$ cat src/design/sgp_consts.vh
// Constants for the scratch register bank and its reset-state logic
`ifndef SGP_CONSTS_VH
`define SGP_CONSTS_VH
`define SGP_FRAME_W        16
`define SGP_DATA_W         12
`define SGP_SEL_HI         15
`define SGP_SEL_LO         14
`define SGP_RBSEL_BIT      13
`define SGP_NOWR_BIT       12
`define SGP_IDFLAG_BIT     11
`define SGP_SEL_SCR0       2'h2
`define SGP_SEL_SCR1       2'h3
`define SGP_SEL_SPECIAL    2'h1
`define SGP_SCR1_RESET     12'h000
`define SGP_TYPE_W         7
`define SGP_VER_W          4
`define SGP_CAUSE_POWERON  4'h0
`define SGP_CAUSE_STARTUP_BAD 4'hC
`define SGP_BUS_FAIL_OK    4'h0
`define SGP_ERROR_EMULATION_MODE_BIT      8
`define SGP_RST_NONE       2'h0
`define SGP_RST_POWERON    2'h1
`define SGP_RST_STARTUP    2'h2
`define SGP_RST_RESTART    2'h3
`endif

$ cat src/design/sgp_frame_rx.v
// Serial frame shifter: collects a 16-bit command and shifts out a 12-bit answer
`include "sgp_consts.vh"
`timescale 1ns/100ps
`default_nettype none
module sgp_frame_rx (
  input  wire        clk_sys,    // System clock
  input  wire        rstn,       // Async reset, active low
  input  wire        sel_n,      // Frame select, active low
  input  wire        sclk,       // Serial clock level, sampled
  input  wire        sdi,        // Serial data in
  input  wire [11:0] answer,     // Readback word for this frame
  output reg         sdo,        // Serial data out
  output reg         cmd_valid,  // One-cycle pulse, command complete
  output reg  [15:0] cmd         // Captured command word
);
  reg  [15:0] shreg;
  reg  [11:0] outreg;
  reg  [4:0]  bitcnt;
  reg         sclk_d;
  reg         cmd_seen;
  wire        rise = sclk & ~sclk_d & ~sel_n;
  wire        fall = ~sclk & sclk_d & ~sel_n;
  always @(posedge clk_sys or negedge rstn) begin
    if (!rstn) begin
      shreg     <= 16'h0000;
      outreg    <= 12'h000;
      bitcnt    <= 5'h00;
      sclk_d    <= 1'b0;
      sdo       <= 1'b0;
      cmd_valid <= 1'b0;
      cmd       <= 16'h0000;
      cmd_seen  <= 1'b0;
    end else begin
      sclk_d    <= sclk;
      cmd_valid <= 1'b0;
      if (sel_n) begin
        bitcnt   <= 5'h00;
        cmd_seen <= 1'b0;
        sdo      <= 1'b0;
      end else begin
        if (rise) begin
          shreg  <= {shreg[14:0], sdi};
          bitcnt <= bitcnt + 5'h01;
          // Once bits 15..12 are in, the answer is loaded for the low 12 bits
          if (bitcnt == 5'h03) begin
            outreg <= answer;
          end
          if (bitcnt == 5'h0F && !cmd_seen) begin
            cmd       <= {shreg[14:0], sdi};
            cmd_valid <= 1'b1;
            cmd_seen  <= 1'b1;
          end
        end
        if (fall && bitcnt >= 5'h04 && bitcnt < 5'h10) begin
          sdo    <= outreg[11];
          outreg <= {outreg[10:0], 1'b0};
        end
      end
    end
  end
endmodule // sgp_frame_rx
`default_nettype wire

$ cat src/design/sgp_reset_state.v
// Reset-cause tracking for wake flags, interrupt enables and pending interrupts
`include "sgp_consts.vh"
`timescale 1ns/100ps
`default_nettype none
module sgp_reset_state (
  input  wire       clk_sys,     // System clock
  input  wire       rstn,        // Async reset, active low
  input  wire [1:0] rst_event,   // Reset kind, one-cycle
  input  wire [2:0] wake_src,    // Bus, local bus, pin edge wake causes
  input  wire [2:0] wake_set,    // Live wake events
  input  wire [7:0] irq_en_wr,   // Interrupt enable write data
  input  wire       irq_en_we,   // Interrupt enable write strobe
  input  wire [7:0] irq_evt,     // Interrupt events
  input  wire [7:0] irq_clr,     // Interrupt clear mask
  output reg  [2:0] wake_flags,  // Bus, local bus, pin edge flags
  output reg  [7:0] irq_en,      // Interrupt enables
  output reg  [7:0] irq_pend     // Pending interrupts
);
  always @(posedge clk_sys or negedge rstn) begin
    if (!rstn) begin
      wake_flags <= 3'h0;
      irq_en     <= 8'h00;
      irq_pend   <= 8'h00;
    end else begin
      case (rst_event)
        `SGP_RST_POWERON: begin
          wake_flags <= 3'h0;
          irq_en     <= 8'h00;
          irq_pend   <= 8'h00;
        end
        `SGP_RST_STARTUP: begin
          wake_flags <= wake_flags | wake_src;
          irq_pend   <= 8'h00;
        end
        `SGP_RST_RESTART: begin
          irq_pend   <= 8'h00;
        end
        default: begin
          wake_flags <= wake_flags | wake_set;
          if (irq_en_we) begin
            irq_en <= irq_en_wr;
          end
          irq_pend <= (irq_pend & ~irq_clr) | (irq_evt & irq_en);
        end
      endcase
    end
  end
endmodule // sgp_reset_state
`default_nettype wire

$ cat src/design/sgp_regs.v
// Scratch register bank with identity code, readback muxing and reset-state status
//
// Functional notes
// - Two 12-bit scratch registers, each readable back through the serial answer.
// - Power-up loads register zero with identity code and clears identity flag.
// - Any write to register zero sets identity flag bit 11 regardless.
// - Identity flag reads 1 for user content, 0 for identity code.
// - Select code 10 addresses register zero, 11 addresses register one.
// - Register zero access: readback select 1 gives it, 0 system configuration.
// - Register one access: readback select 1 gives it, 0 physical layer.
// - No-write bit 1 only reads; 0 reads and writes the register.
// - Register zero bits 10..0 and register one bits 11..0 store freely.
// - Reset cause 0000 at power-on, never 1100 at start-up.
// - Wake flags cleared at power-on, set by cause at start-up, kept otherwise.
// - Enable status 0 after reset unless error emulation shows no bus failure.
// - Diagnosis fields take fixed power-on values, live values otherwise.
// - Interrupt enables cleared at power-on, kept through start-up and restart.
// - Pending interrupts cleared at every reset kind.
`include "sgp_consts.vh"
`timescale 1ns/100ps
`default_nettype none
module sgp_regs #(
  parameter [6:0] CHIP_TYPE    = 7'h55,  // Arbitrary value
  parameter [3:0] CHIP_VERSION = 4'hA    // Arbitrary value
) (
  input  wire        clk_sys,          // System clock 25 MHz
  input  wire        rstn,             // Async reset, active low
  input  wire        sel_n,            // Serial frame select, active low
  input  wire        sclk,             // Serial clock
  input  wire        sdi,              // Serial data in
  input  wire [1:0]  rst_event,        // Reset kind pulse: 1 power-on, 2 start-up, 3 restart
  input  wire [3:0]  rst_cause_in,     // Cause code for start-up or restart
  input  wire [2:0]  wake_src,         // Wake sources that caused start-up
  input  wire [2:0]  wake_set,         // Live wake events
  input  wire [11:0] sys_cfg_fb,       // System configuration feedback
  input  wire [11:0] phy_ctl_fb,       // Physical layer control feedback
  input  wire [11:0] special_fb,       // Special mode feedback
  input  wire [7:0]  irq_en_wr,        // Interrupt enable write data
  input  wire        irq_en_we,        // Interrupt enable write strobe
  input  wire [7:0]  irq_evt,          // Interrupt events
  input  wire [7:0]  irq_clr,          // Interrupt clear mask
  input  wire        ground_shift_in,  // Live ground shift status
  input  wire [3:0]  bus_fail_in,      // Live bus failure status
  input  wire [1:0]  local_fail_in,    // Live local bus failure status
  input  wire [2:0]  supply_in,        // Live supply three, two, one status
  input  wire [1:0]  bus_mode_in,      // Live bus mode status
  output reg         sdo,              // Serial data out
  output reg         identity_flag,    // Register zero holds user content
  output reg  [11:0] scratch_register_zero, // Scratch register zero
  output reg  [11:0] scratch_register_one,  // Scratch register one
  output reg  [3:0]  reset_cause_field,     // Reset cause
  output reg  [2:0]  wake_flags,       // Bus, local bus, pin edge wake flags
  output reg         enable_status_flag,    // Enable status
  output reg         ground_shift_diag,     // Ground shift diagnosis
  output reg  [3:0]  bus_failure_diag,      // Bus failure diagnosis
  output reg  [1:0]  local_bus_failure_diag, // Local bus failure diagnosis
  output reg  [2:0]  supply_diag,      // Supply three, two, one diagnosis
  output reg  [1:0]  bus_mode_diag,    // Bus mode diagnosis
  output reg  [7:0]  irq_en,           // Interrupt enables
  output reg  [7:0]  irq_pend          // Pending interrupts
);
  function [11:0] sgp_answer;
    input [1:0]  code;
    input        rbsel;
    input [11:0] s0;
    input [11:0] s1;
    input [11:0] cfg;
    input [11:0] phy;
    input [11:0] spc;
    begin
      case (code)
        `SGP_SEL_SCR0: sgp_answer = rbsel ? s0 : cfg;
        `SGP_SEL_SCR1: sgp_answer = rbsel ? s1 : phy;
        `SGP_SEL_SPECIAL: sgp_answer = rbsel ? spc : 12'h000;
        default: sgp_answer = 12'h000;
      endcase
    end
  endfunction

  wire [15:0] cmd;
  wire        cmd_valid;
  wire        rx_sdo;
  wire [2:0]  rs_wake;
  wire [7:0]  rs_en;
  wire [7:0]  rs_pend;
  reg  [15:0] head;
  reg         sclk_d;
  reg         error_emulation_mode;
  wire [11:0] answer;
  wire        rise = sclk & ~sclk_d & ~sel_n;

  // Header bits are tracked here too so the answer is ready inside the frame
  always @(posedge clk_sys or negedge rstn) begin
    if (!rstn) begin
      head   <= 16'h0000;
      sclk_d <= 1'b0;
    end else begin
      sclk_d <= sclk;
      if (rise) begin
        head <= {head[14:0], sdi};
      end
    end
  end

  // Loaded on the 4th rise, when head[2:0] holds select code and readback select
  assign answer = sgp_answer(head[2:1], head[0], scratch_register_zero,
                             scratch_register_one, sys_cfg_fb, phy_ctl_fb,
                             special_fb);

  sgp_frame_rx u_rx (
    .clk_sys   (clk_sys),
    .rstn      (rstn),
    .sel_n     (sel_n),
    .sclk      (sclk),
    .sdi       (sdi),
    .answer    (answer),
    .sdo       (rx_sdo),
    .cmd_valid (cmd_valid),
    .cmd       (cmd)
  );

  sgp_reset_state u_rs (
    .clk_sys    (clk_sys),
    .rstn       (rstn),
    .rst_event  (rst_event),
    .wake_src   (wake_src),
    .wake_set   (wake_set),
    .irq_en_wr  (irq_en_wr),
    .irq_en_we  (irq_en_we),
    .irq_evt    (irq_evt),
    .irq_clr    (irq_clr),
    .wake_flags (rs_wake),
    .irq_en     (rs_en),
    .irq_pend   (rs_pend)
  );

  wire wr_en   = cmd_valid & ~cmd[`SGP_NOWR_BIT];
  wire [1:0] code = cmd[`SGP_SEL_HI:`SGP_SEL_LO];

  always @(posedge clk_sys or negedge rstn) begin
    if (!rstn) begin
      scratch_register_zero  <= 12'h000;
      scratch_register_one   <= `SGP_SCR1_RESET;
      identity_flag          <= 1'b0;
      reset_cause_field      <= `SGP_CAUSE_POWERON;
      enable_status_flag     <= 1'b0;
      error_emulation_mode   <= 1'b0;
      ground_shift_diag      <= 1'b0;
      bus_failure_diag       <= `SGP_BUS_FAIL_OK;
      local_bus_failure_diag <= 2'h0;
      supply_diag            <= 3'h6;
      bus_mode_diag          <= 2'h0;
      sdo                    <= 1'b0;
      wake_flags             <= 3'h0;
      irq_en                 <= 8'h00;
      irq_pend               <= 8'h00;
    end else begin
      sdo        <= rx_sdo;
      wake_flags <= rs_wake;
      irq_en     <= rs_en;
      irq_pend   <= rs_pend;
      if (rst_event == `SGP_RST_POWERON) begin
        // Identity code: version in 10..7, chip type in 6..0
        scratch_register_zero  <= {1'b0, CHIP_VERSION, CHIP_TYPE};
        identity_flag          <= 1'b0;
        scratch_register_one   <= `SGP_SCR1_RESET;
        reset_cause_field      <= `SGP_CAUSE_POWERON;
        error_emulation_mode   <= 1'b0;
        enable_status_flag     <= 1'b0;
        ground_shift_diag      <= 1'b0;
        bus_failure_diag       <= `SGP_BUS_FAIL_OK;
        local_bus_failure_diag <= 2'h0;
        supply_diag            <= 3'h6;
        bus_mode_diag          <= 2'h0;
      end else begin
        if (rst_event == `SGP_RST_STARTUP) begin
          // Forbidden start-up code falls back to power-on
          reset_cause_field <= (rst_cause_in == `SGP_CAUSE_STARTUP_BAD) ?
                               `SGP_CAUSE_POWERON : rst_cause_in;
        end else if (rst_event == `SGP_RST_RESTART) begin
          reset_cause_field <= rst_cause_in;
        end
        if (rst_event != `SGP_RST_NONE) begin
          enable_status_flag <= error_emulation_mode &
                                (bus_fail_in == `SGP_BUS_FAIL_OK);
        end else if (error_emulation_mode) begin
          enable_status_flag <= (bus_fail_in == `SGP_BUS_FAIL_OK);
        end
        ground_shift_diag      <= ground_shift_in;
        bus_failure_diag       <= bus_fail_in;
        local_bus_failure_diag <= local_fail_in;
        supply_diag            <= supply_in;
        bus_mode_diag          <= bus_mode_in;
        if (wr_en && code == `SGP_SEL_SCR0) begin
          scratch_register_zero <= {1'b1, cmd[10:0]};
          identity_flag         <= 1'b1;
        end
        if (wr_en && code == `SGP_SEL_SCR1) begin
          scratch_register_one <= cmd[11:0];
        end
        if (wr_en && code == `SGP_SEL_SPECIAL) begin
          error_emulation_mode <= cmd[`SGP_ERROR_EMULATION_MODE_BIT];
        end
      end
    end
  end
  // Bit 11 of register zero mirrors the identity flag
endmodule // sgp_regs
`default_nettype wire

$ cat config.mk
export PLATFORM = sky130hd
export DESIGN_NAME = sgp_regs
export DESIGN_NICKNAME = d
export VERILOG_FILES = /design/src/design/sgp_frame_rx.v /design/src/design/sgp_reset_state.v /design/src/design/sgp_regs.v
export VERILOG_INCLUDE_DIRS = /design/src /design/src/design
export SDC_FILE = /design/constraint.sdc
export NUM_CORES = 1
export LEC_CHECK = 0
export ABC_AREA = 1
export BUFFER_PORTS_ARGS = -buffer_cell sky130_fd_sc_hd__buf_2
export CORE_ASPECT_RATIO = 0.75
export CORE_UTILIZATION = 34
export DETAILED_ROUTE_END_ITERATION = 7
export PLACE_DENSITY = 0.56
export SLEW_MARGIN = 20
export SYNTH_ARGS = -nofsm -noshare
export SYNTH_HDL_FRONTEND = slang
export SYNTH_SLANG_ARGS = --single-unit
$ cat constraint.sdc
create_clock -name clk_sys -period 1.5 [get_ports clk_sys]
set_input_delay 0.15 -clock clk_sys [delete_from_list [all_inputs] [get_ports clk_sys]]
set_output_delay 0.15 -clock clk_sys [all_outputs]
set_load 0.02 [all_outputs]
* Yosys cells after proc, flatten, opt, wreduce, memory -nomap -nowiden *
Cells that the tools add are included.

word-level totals
  register bits after elaboration = 137
  input port bits = 90
  logic and storage cells = 127

operators by class
  add/sub/neg operators = 1
  order comparisons = 2
  eq/ne operators = 12
  multiplexer cells = 41
  bitwise gates (word level) = 17
  reductions and logical operators = 27

operators by type and width
  operator                                                               number
  12-bit 2-to-1 mux                                                      10
  12-bit one-hot mux with 3 select lines                                 1
  4-bit 2-to-1 mux                                                       5
  2-bit nonzero test                                                     10
  8-bit bitwise AND                                                      2
  1-bit 2-to-1 mux                                                       16
  8-bit 2-to-1 mux                                                       2
  8-bit one-hot mux with 2 select lines                                  1
  2-bit equality test, second input constant                             6
  5-bit 2-to-1 mux                                                       2
  3-bit one-hot mux with 3 select lines                                  1
  8-bit inverter                                                         1
  8-bit OR                                                               1
  1-bit bitwise AND                                                      6
  2-bit by 1-bit equality test with 1-bit output, second input constant  3
  1-bit logical AND                                                      6
  3-bit OR                                                               2
  2-bit AND reduction                                                    3
  3-bit AND reduction                                                    2
  3-bit nonzero test                                                     2
  5-bit by 1-bit adder with 5-bit output, second input constant          1
  5-bit by 2-bit equality test with 1-bit output, second input constant  1
  5-bit by 4-bit equality test with 1-bit output, second input constant  1
  5-bit by 3-bit >= comparator with 1-bit output, second input constant  1
  other kinds (9)                                                        14

* Logic depth before layout (Yosys ltp) *
Gate-level depths: netlist (run 1).

  depth after elaboration = 7
  gate-level depth with buffers = 9
  gate-level depth less buffers = 8

* Hierarchy *
A second synthesis (run 1) with hierarchy kept.

unflattened totals
  cells, all modules = 735
  area total of the unflattened synthesis = 6207.2 sq um

modules (own cells, without submodules)
  module           times used  cells an instance  area an instance (sq um)  seq. area each (sq um)
  sgp_regs         1           384                3081.7                    1654.1
  sgp_frame_rx     1           255                2293.4                    1301.2
  sgp_reset_state  1           96                 832.0                     475.5

* Worst setup path before layout (run 1) *
No wires, ideal clock.

  path kind = reg-to-reg
  start = register u_rx.bitcnt[0]
  end = register u_rx.cmd_seen
  library setup time = 0.141 ns
  arrival time = 1.318 ns
  setup slack = 0.041 ns
  cell stages (with the launch flop) = 8
  clock period less this slack = 1.459 ns
  cells stage by stage = dfrtp_1 ha_1 nand2_1 nor2_1 ha_1 nand3_1 clkbuf_1 o21ai_0

on the way
  longest elaborated chain between the ends = 4

ends and longest elaborated chain
  what                                            line               text
  start: declaration                              sgp_frame_rx.v:18  reg [4:0] bitcnt;
  start signal: assignment                        sgp_frame_rx.v:43  bitcnt <= bitcnt + 5'h01;
  5-bit by 4-bit equality test with 1-bit output  sgp_frame_rx.v:48  if (bitcnt == 5'h0F && !cmd_seen) begin
  1-bit logical AND                               sgp_frame_rx.v:48
  2-bit nonzero test (no source line)             --
  2-bit AND reduction (no source line)            --
  end signal: assignment                          sgp_frame_rx.v:32  cmd_seen <= 1'b0;
  end signal: assignment                          sgp_frame_rx.v:38  cmd_seen <= 1'b0;
  end signal: assignment                          sgp_frame_rx.v:51  cmd_seen <= 1'b1;
  end: declaration                                sgp_frame_rx.v:20  reg cmd_seen;

Every way passes these cells.
A chain may end at the register's enable or synchronous reset.

* Worst setup path after layout (run 1) *
  start = register u_rx.bitcnt[0]
  end = register u_rx.outreg[2]

on the way
  longest elaborated chain between the ends = 5
  elaborated cells between the ends (all ways) = 9
  those cells by class = order compare (2); eq/ne (1); mux (1); reduce/logical (5)

ends and longest elaborated chain
  what                                            line               text
  5-bit by 3-bit >= comparator with 1-bit output  sgp_frame_rx.v:54  if (fall && bitcnt >= 5'h04 && bitcnt < 5'h10) begin
  1-bit logical AND (2 in series)                 sgp_frame_rx.v:54
  2-bit nonzero test (no source line)             --
  3-bit AND reduction (no source line)            --
  end signal: assignment                          sgp_frame_rx.v:46  outreg <= answer;
  end signal: assignment                          sgp_frame_rx.v:56  outreg <= {outreg[10:0], 1'b0};
  end: declaration                                sgp_frame_rx.v:17  reg [11:0] outreg;

Several ways; a longest one is shown, not always the timed one.

==> flow_metrics.env, run 1 <==
export IMPL_nFillCells=1567
export IMPL_cp_max_fo=6
export IMPL_muxShareOfSynthArea_pct=0
export IMPL_wl_met1_um=7820
export IMPL_critPathArrivalTime_ns=1.79
export IMPL_overflow=0
export IMPL_nets=967
export IMPL_cp_num_cells=9
export IMPL_syn_to_final_growth_pct=40.3
export IMPL_synth_simple_gate_area_share_pct=23.7
export IMPL_synth_nets=755
export IMPL_cts_buffers=17
export IMPL_clk_pin_slew_ns=0.06
export IMPL_synth_xor_area_share_pct=0.154
export IMPL_r2r_slack_ns=0.04
export IMPL_synth_area_leaders="dfrtp_1 (57%), nand2_1 (12%), inv_1 (5.3%), nand3_1 (4.9%), o21ai_0 (4.4%)"
export IMPL_rsz0062_at_grt="true"
export IMPL_gp_congestion=0.853
export IMPL_status="completed"
export IMPL_ys_warn_count=0
export IMPL_worstMarginPinSlew_ns=0.428
export IMPL_pwr_density_cell_nw_per_um2=1210
export IMPL_cts_htree_levels=4
export IMPL_period_share_pct=97.3
export IMPL_synth_area_um2=5680
export IMPL_die_area_um2=17200
export IMPL_antenna_found_initial=0
export IMPL_dieHeight_um=114
export IMPL_synth_area_leader_cell="dfrtp_1"
export IMPL_vias=5117
export IMPL_timing_fmax_mhz=685
export IMPL_power_switching_fraction_pct=25.4
export IMPL_grt_pass1_wl_um=24700
export IMPL_ys_types=30
export IMPL_dr_pass1_iters=5
export IMPL_synth_top_family_by_area="simple AND/OR/NAND/NOR gates"
export IMPL_path_cells="ha_1, buf_4, nand2_1, nor2_2, nand2_4, nand2_4, nand2_1, inv_1, a21oi_1"
export IMPL_hold_path_class="in -> reg"
export IMPL_port_buffers=151
export IMPL_start_kind="flip-flop"
export IMPL_worstSkewPairLatency_ns=0.41
export IMPL_crit_path_end="u_rx.outreg[2]$_DFFE_PN0P_"
export IMPL_top_layer="met4"
export IMPL_drc=0
export IMPL_synth_compound_area_share_pct=8.31
export IMPL_synthCells=663
export IMPL_r2r_start="u_rx.bitcnt[0]$_DFFE_PN0P_"
export IMPL_drt_iter0_markers=303
export IMPL_final_cell_area_um2=7970
export IMPL_postLayoutCoreUtil_pct=49.3
export IMPL_p_seq_share_pct=40.8
export IMPL_row_count=40
export IMPL_wire_per_inst_um=14.1
export IMPL_n_antenna_cell=0
export IMPL_numClockSinks=132
export IMPL_critPathLaunch="u_rx.bitcnt[0]$_DFFE_PN0P_"
export IMPL_syn_avg_cell_area_um2=8.57
export IMPL_end_kind="flip-flop"
export IMPL_r2r_cells=9
export IMPL_drv_cap=0
export IMPL_hold_viol=0
export IMPL_ios=152
export IMPL_tritoncts="yes"
export IMPL_finalClockSkew_ns=0.00810
export IMPL_seq_area_frac_synth_pct=58.2
export IMPL_setup_viol=0
export IMPL_holdWs_ns=0.00974
export IMPL_instances_no_fill=1098
export IMPL_hp_start="irq_evt[7]"
export IMPL_place_hpwl_um=10700
export IMPL_grt_pass1_vias=4869
export IMPL_worst_setup_path_type="reg -> reg"
export IMPL_critPathSlowestCell="dfrtp_1"
export IMPL_wl_met3_um=689
export IMPL_drive_gt1_share_pct=26.9
export IMPL_leakagePower_nw=4.20
export IMPL_cts_root_buf="clkbuf_16"
export IMPL_drv_slew=0
export IMPL_r2r_end="u_rx.outreg[2]$_DFFE_PN0P_"
export IMPL_cts_path_max_buffers=2
export IMPL_path_delay_family="simple AND/OR/NAND/NOR gates"
export IMPL_required_ns=1.83
export IMPL_grt_usage_pct=18.6
export IMPL_dp_cells=1019
export IMPL_path_buf_inv=2
export IMPL_die_w_um=151
export IMPL_initial_utilization_pct=35.1
export IMPL_ir_drop_v=0.000643
export IMPL_route_met2_wl_um=6760
export IMPL_p_int_w=0.00717
export IMPL_yosysTopAreaCellShare_pct=57.3
export IMPL_routed_via_density=4.66
export IMPL_period_needed_ns=1.46
export IMPL_pwr_share_comb_pct=13.2
export IMPL_power_switching_w=0.00244
export IMPL_synth_seq_cells=132
export IMPL_synth_fa_ha_area_share_pct=0.441
export IMPL_relSlewSlack_pct=71.5
export IMPL_post_dp_cell_area_um2=6790
export IMPL_routed_wl_um=15500
export IMPL_grt_max_degree=46
export IMPL_coreArea_um2=16200
export IMPL_clockPowerShare_pct=46.0
export IMPL_antenna_left=0
export IMPL_slowest_delay_ns=0.39
flip-flops by register name, summed over array words and instances (netlist names), 3 cells and up:
signal,flops
bus_failure_diag,4
head,3
irq_en,8
irq_pend,8
reset_cause_field,4
scratch_register_one,12
scratch_register_zero,11
supply_diag,3
u_rs.irq_en,8
u_rs.irq_pend,8
u_rs.wake_flags,3
u_rx.bitcnt,5
u_rx.cmd,15
u_rx.outreg,12
u_rx.shreg,12
wake_flags,3
placed cells by master, fill, tap and decap left out, types with 2 or more instances in the layout:
cell           Yosys  final
nand4_1           25     25
nor2_1            39     38
clkinv_2           0      2
inv_2              9      9
buf_12             0      5
a21oi_1           23     22
o21ai_1            4      6
or2_2              2      2
buf_2             17    150
buf_4              4     23
nand2_4            1      4
clkinv_4           0      3
nand2_2            3      4
nand2_1          185    183
dfstp_2            2      2
clkinvlp_4         0      3
clkbuf_8           0      2
clkbuf_16          0     18
inv_1             80     80
o21ai_0           50     48
nand3_1           56     55
nor3_1             2      2
o22ai_1            7      7
a31oi_1            4      4
dlygate4sd3_1      0     43
bufinv_16          0      4
nand3_4            0      2
dfrtp_1          130    130
metal layers:
metal / track usage (%) / vias up
met3: 2.92 / 16
li1: - / 2549
met4: 6.93 / 0
met1: 26.9 / 2423
met5: 0 / -
met2: 27.9 / 129
cell usage after synthesis:
cell type,instances
nand2_4,1
buf_2,17
nor3_1,2
clkbuf_1,7
buf_1,1
a21oi_1,23
ha_1,2
clkinv_1,1
a31oi_1,4
inv_1,80
o22a_1,1
o21ai_0,50
o2bb2ai_1,1
dfstp_2,2
nand2_1,185
inv_2,9
clkbuf_2,1
o21ai_1,4
dfrtp_1,130
nand4_1,25
buf_6,3
buf_4,4
o22ai_1,7
nor2_2,1
nor2_1,39
nand2_2,3
nand3_2,1
or2_2,2
xnor2_1,1
nand3_1,56
worst reg2reg max path, delay by kind of cell, from the launching register on:
family | cells | cell delay, ns
buffers and inverters | 2 | 0.18
AND/OR/NAND/NOR | 5 | 0.48
AO/OA/AOI/OAI | 1 | 0.11
adder cells (fa/ha/maj) | 1 | 0.22
flip-flops | 1 | 0.39
logic make-up (layout without fill, tap and decap cells):
family | after synthesis | after routing
AO/OA/AOI/OAI | 90 | 90
AND/OR/NAND/NOR | 315 | 318
flip-flops | 132 | 132
adder cells (fa/ha/maj) | 2 | 2
buffers and inverters | 123 | 345
XOR/XNOR | 1 | 1
power groups by stage:
| stage | Sequential (W) | Clock, W | Combinational (W) |
|---|---|---|---|
| 6_report | 0.00392 | 0.00442 | 0.00127 |
| 5_1_grt | 0.00395 | 0.00468 | 0.00144 |
| 4_1_cts | 0.00392 | 0.00452 | 0.00128 |
| 3_5_place_dp | 0.00398 | 0 | 0.00119 |
| 3_3_place_gp | 0.00398 | 0 | 0.00119 |
| 2_1_floorplan | 0.00404 | 0 | 0.000590 |
timing repair:
| action | 4_1_cts | 5_1_grt |
|---|---|---|
| buffers inserted | 0 | 0 |
| gates resized for setup | 0 | 14 |
| endpoints found under the hold margin | 133 | 0 |
| endpoints found under the setup margin | 0 | 26 |
| hold buffers | 43 | 0 |
area by class of cell:
type / count / area, um^2 / area share (%)
inverters: 90 / 338 / 4.24
well taps: 210 / 263 / 3.30
multi-input cells: 411 / 1940 / 24.3
clock inverters: 12 / 179 / 2.24
clock buffers: 20 / 457 / 5.73
repair buffers: 223 / 1490 / 18.7
flip-flops and latches: 132 / 3310 / 41.5
per-stage QoR:
stage | setup slack (ns) | total power [W] | TNS [ns]
2_1_floorplan | 0.0413 | 0.00463 | 0
3_3_place_gp | 0.0432 | 0.00516 | 0
3_5_place_dp | 0.0368 | 0.00517 | 0
4_1_cts | 0.0168 | 0.00971 | 0
5_1_grt | -0.0648 | 0.0101 | -0.767
6_report | 0.0411 | 0.00961 | 0
how the worst min path moves through the flow:
| stage | endpoint | cells after the start |
|---|---|---|
| final | u_rs.irq_pend[7]$_DFF_PN0_ | 3 |
| after global routing | u_rs.irq_pend[7]$_DFF_PN0_ | 3 |
| after CTS | reset_cause_field[2]$_DFFE_PN0N_ | 3 |
| after detailed placement | irq_pend[5]$_DFF_PN0_ | 1 |
| after global placement | irq_pend[7]$_DFF_PN0_ | 1 |
| after floorplan | bus_failure_diag[0]$_DFF_PN0_ | 0 |
Note: power is estimated with default switching activity, not from simulation.
==> inputs of run 2 (changes only) <==
PLACE_DENSITY = unset   (was 0.56)
==> run 2 against run 1 <==
The run now ends with negative setup slack left. Core utilization rose by 0.20 points. Final cell count rose by 0.18%. Die area did not move. Critical endpoint is now u_rx.cmd[6]$_DFFE_PN0P_. Combinational power about the same. Largest cell class unchanged. Critical path depth fell by 1. Sequential power hardly changed. Critical path type unchanged. Wire length shrank 0.21%. Sequential share of layout area decreased by 0.17 points. Clock skew about the same. Final area is 0.41% higher. Non-clock buffer count up 5. Clock-buffer cell count is 2 higher.
==> flow_metrics.env, run 2 (synthesis results as in run 1) <==
export IMPL_timing_fmax_mhz=658
export IMPL_drt_iter0_markers=290
export IMPL_r2r_slack_ns=-0.02
export IMPL_critPathArrivalTime_ns=1.82
export IMPL_dr_pass1_iters=5
export IMPL_coreArea_um2=16200
export IMPL_initial_utilization_pct=35.1
export IMPL_leakagePower_nw=4.20
export IMPL_period_share_pct=101
export IMPL_port_buffers=151
export IMPL_ir_drop_v=0.000588
export IMPL_final_cell_area_um2=8000
export IMPL_period_needed_ns=1.52
export IMPL_routed_wl_um=15400
export IMPL_antenna_left=0
export IMPL_worstSkewPairLatency_ns=0.42
export IMPL_drc=0
export IMPL_drive_gt1_share_pct=28.5
export IMPL_overflow=0
export IMPL_syn_to_final_growth_pct=40.9
export IMPL_post_dp_cell_area_um2=6810
export IMPL_dieHeight_um=114
export IMPL_rsz0062_at_grt="true"
export IMPL_hold_path_class="in -> reg"
export IMPL_grt_max_degree=38
export IMPL_pwr_density_cell_nw_per_um2=1160
export IMPL_place_hpwl_um=10500
export IMPL_grt_pass1_vias=4805
export IMPL_hold_path_endpoint="reset_cause_field[0]$_DFFE_PN0N_"
export IMPL_nFillCells=1535
export IMPL_cts_root_buf="clkbuf_16"
export IMPL_layout_commonest_cell="nand2_1"
export IMPL_clk_pin_slew_ns=0.06
export IMPL_status="finished with violations"
export IMPL_largest_register_ffs=15
export IMPL_relSlewSlack_pct=69.6
export IMPL_drv_slew=0
export IMPL_ios=152
export IMPL_wire_per_inst_um=14.0
export IMPL_cts_htree_levels=4
export IMPL_gp_congestion=0.828
export IMPL_drv_cap=0
export IMPL_n_antenna_cell=0
export IMPL_numClockSinks=132
export IMPL_die_w_um=151
export IMPL_worst_setup_path_type="reg -> reg"
export IMPL_regMostFlops="u_rx.cmd"
export IMPL_holdWs_ns=0.0111
export IMPL_grt_pass1_wl_um=24700
export IMPL_cp_max_fo=8
export IMPL_setup_slack_ns=-0.0188
export IMPL_hold_viol=0
export IMPL_row_count=40
export IMPL_r2r_start="u_rx.bitcnt[0]$_DFFE_PN0P_"
export IMPL_worstMarginPinSlew_ns=0.456
export IMPL_routed_via_density=4.60
export IMPL_grt_usage_pct=18.7
export IMPL_hp_start="rst_cause_in[0]"
export IMPL_whs_path_depth=3
export IMPL_required_ns=1.80
export IMPL_postLayoutCoreUtil_pct=49.5
export IMPL_start_kind="flip-flop"
export IMPL_vias=5060
export IMPL_r2r_end="u_rx.cmd[6]$_DFFE_PN0P_"
export IMPL_finalClockSkew_ns=0.00812
export IMPL_setup_viol=10
export IMPL_violations="negative setup slack"
export IMPL_die_area_um2=17200
export IMPL_tritoncts="yes"
export IMPL_cts_buffers=17
export IMPL_mostFrequentLayoutCells="nand2_1 (170), buf_2 (150), dfrtp_1 (130)"
export IMPL_end_kind="flip-flop"
export IMPL_antenna_found_initial=0
export IMPL_r2r_cells=8
export IMPL_instances_no_fill=1100
export IMPL_dp_slack_ns=0.0132
export IMPL_nets=969
export IMPL_dp_cells=1019
export IMPL_cts_path_max_buffers=2
run 2: cell count changes in the layout (fill, tap and decap cells not counted), sizes merged, moves of 2 or more:
| cell | before | now |
|---|---|---|
| dlygate4sd3 | 43 | 45 |
| nand2 | 192 | 189 |
| buf | 179 | 181 |
| bufinv | 4 | 2 |
| clkinv | 6 | 8 |
| clkbuf | 21 | 24 |
run 2: routing by layer:
layer | GRT usage (%) | share of wire, % | vias up
met5 | 0 | 0 | -
met4 | 4.67 | 0.53 | 0
li1 | - | - | 2551
met3 | 5.32 | 5.4 | 6
met1 | 27.0 | 49 | 2374
met2 | 27.3 | 45 | 129
run 2: worst max-delay path by stage:
stage	startpoint	endpoint	slack [ns]
after CTS	u_rx.bitcnt[0]$_DFFE_PN0P_	u_rx.cmd[0]$_DFFE_PN0P_	0.003
after detailed placement	u_rx.bitcnt[0]$_DFFE_PN0P_	u_rx.cmd[0]$_DFFE_PN0P_	0.01
after global placement	u_rx.bitcnt[0]$_DFFE_PN0P_	u_rx.cmd[0]$_DFFE_PN0P_	0.04
final	u_rx.bitcnt[0]$_DFFE_PN0P_	u_rx.cmd[6]$_DFFE_PN0P_	-0.02
after floorplan	u_rx.bitcnt[0]$_DFFE_PN0P_	u_rx.cmd_seen$_DFFE_PN0P_	0.04
after global routing	u_rx.bitcnt[0]$_DFFE_PN0P_	u_rx.cmd[14]$_DFFE_PN0P_	-0.11
run 2: area by class of cell:
type / count / area [um^2] / share of cell area, %
Multi-Input combinational cell: 408 / 1940 / 24.2
Sequential cell: 132 / 3310 / 41.3
Clock buffer: 22 / 474 / 5.93
Timing Repair Buffer: 228 / 1570 / 19.6
Inverter: 90 / 350 / 4.38
Clock inverter: 10 / 105 / 1.31
Tap cell: 210 / 263 / 3.28
run 2: where the power goes:
group	internal, W	switching [W]
clock network	0.00256	0.00150
registers	0.00380	0.000130
logic	0.000501	0.000768
total	0.00685	0.00240
run 2: stage by stage:
step / power (W) / setup TNS [ns]
CTS: 0.00935 / 0
global route: 0.00972 / -1.87
finish: 0.00925 / -0.105
detailed placement: 0.00517 / 0
floorplan: 0.00463 / 0
global placement: 0.00516 / 0
run 2: repair_timing:
| action | CTS | global route |
|---|---|---|
| setup buffers | 0 | 1 |
| hold buffers | 45 | 0 |
| endpoints found under the hold margin | 128 | 0 |
| gates resized for setup | 0 | 41 |
| setup endpoints to repair | 0 | 33 |
run 2: critical path: stages, from the launching register on:
cell	delay, ns
dfrtp_1	0.37
ha_2	0.20
nand2_2	0.06
nor2_2	0.12
ha_2	0.20
nand3_4	0.13
buf_12	0.19
nand2_2	0.06
o21ai_1	0.06
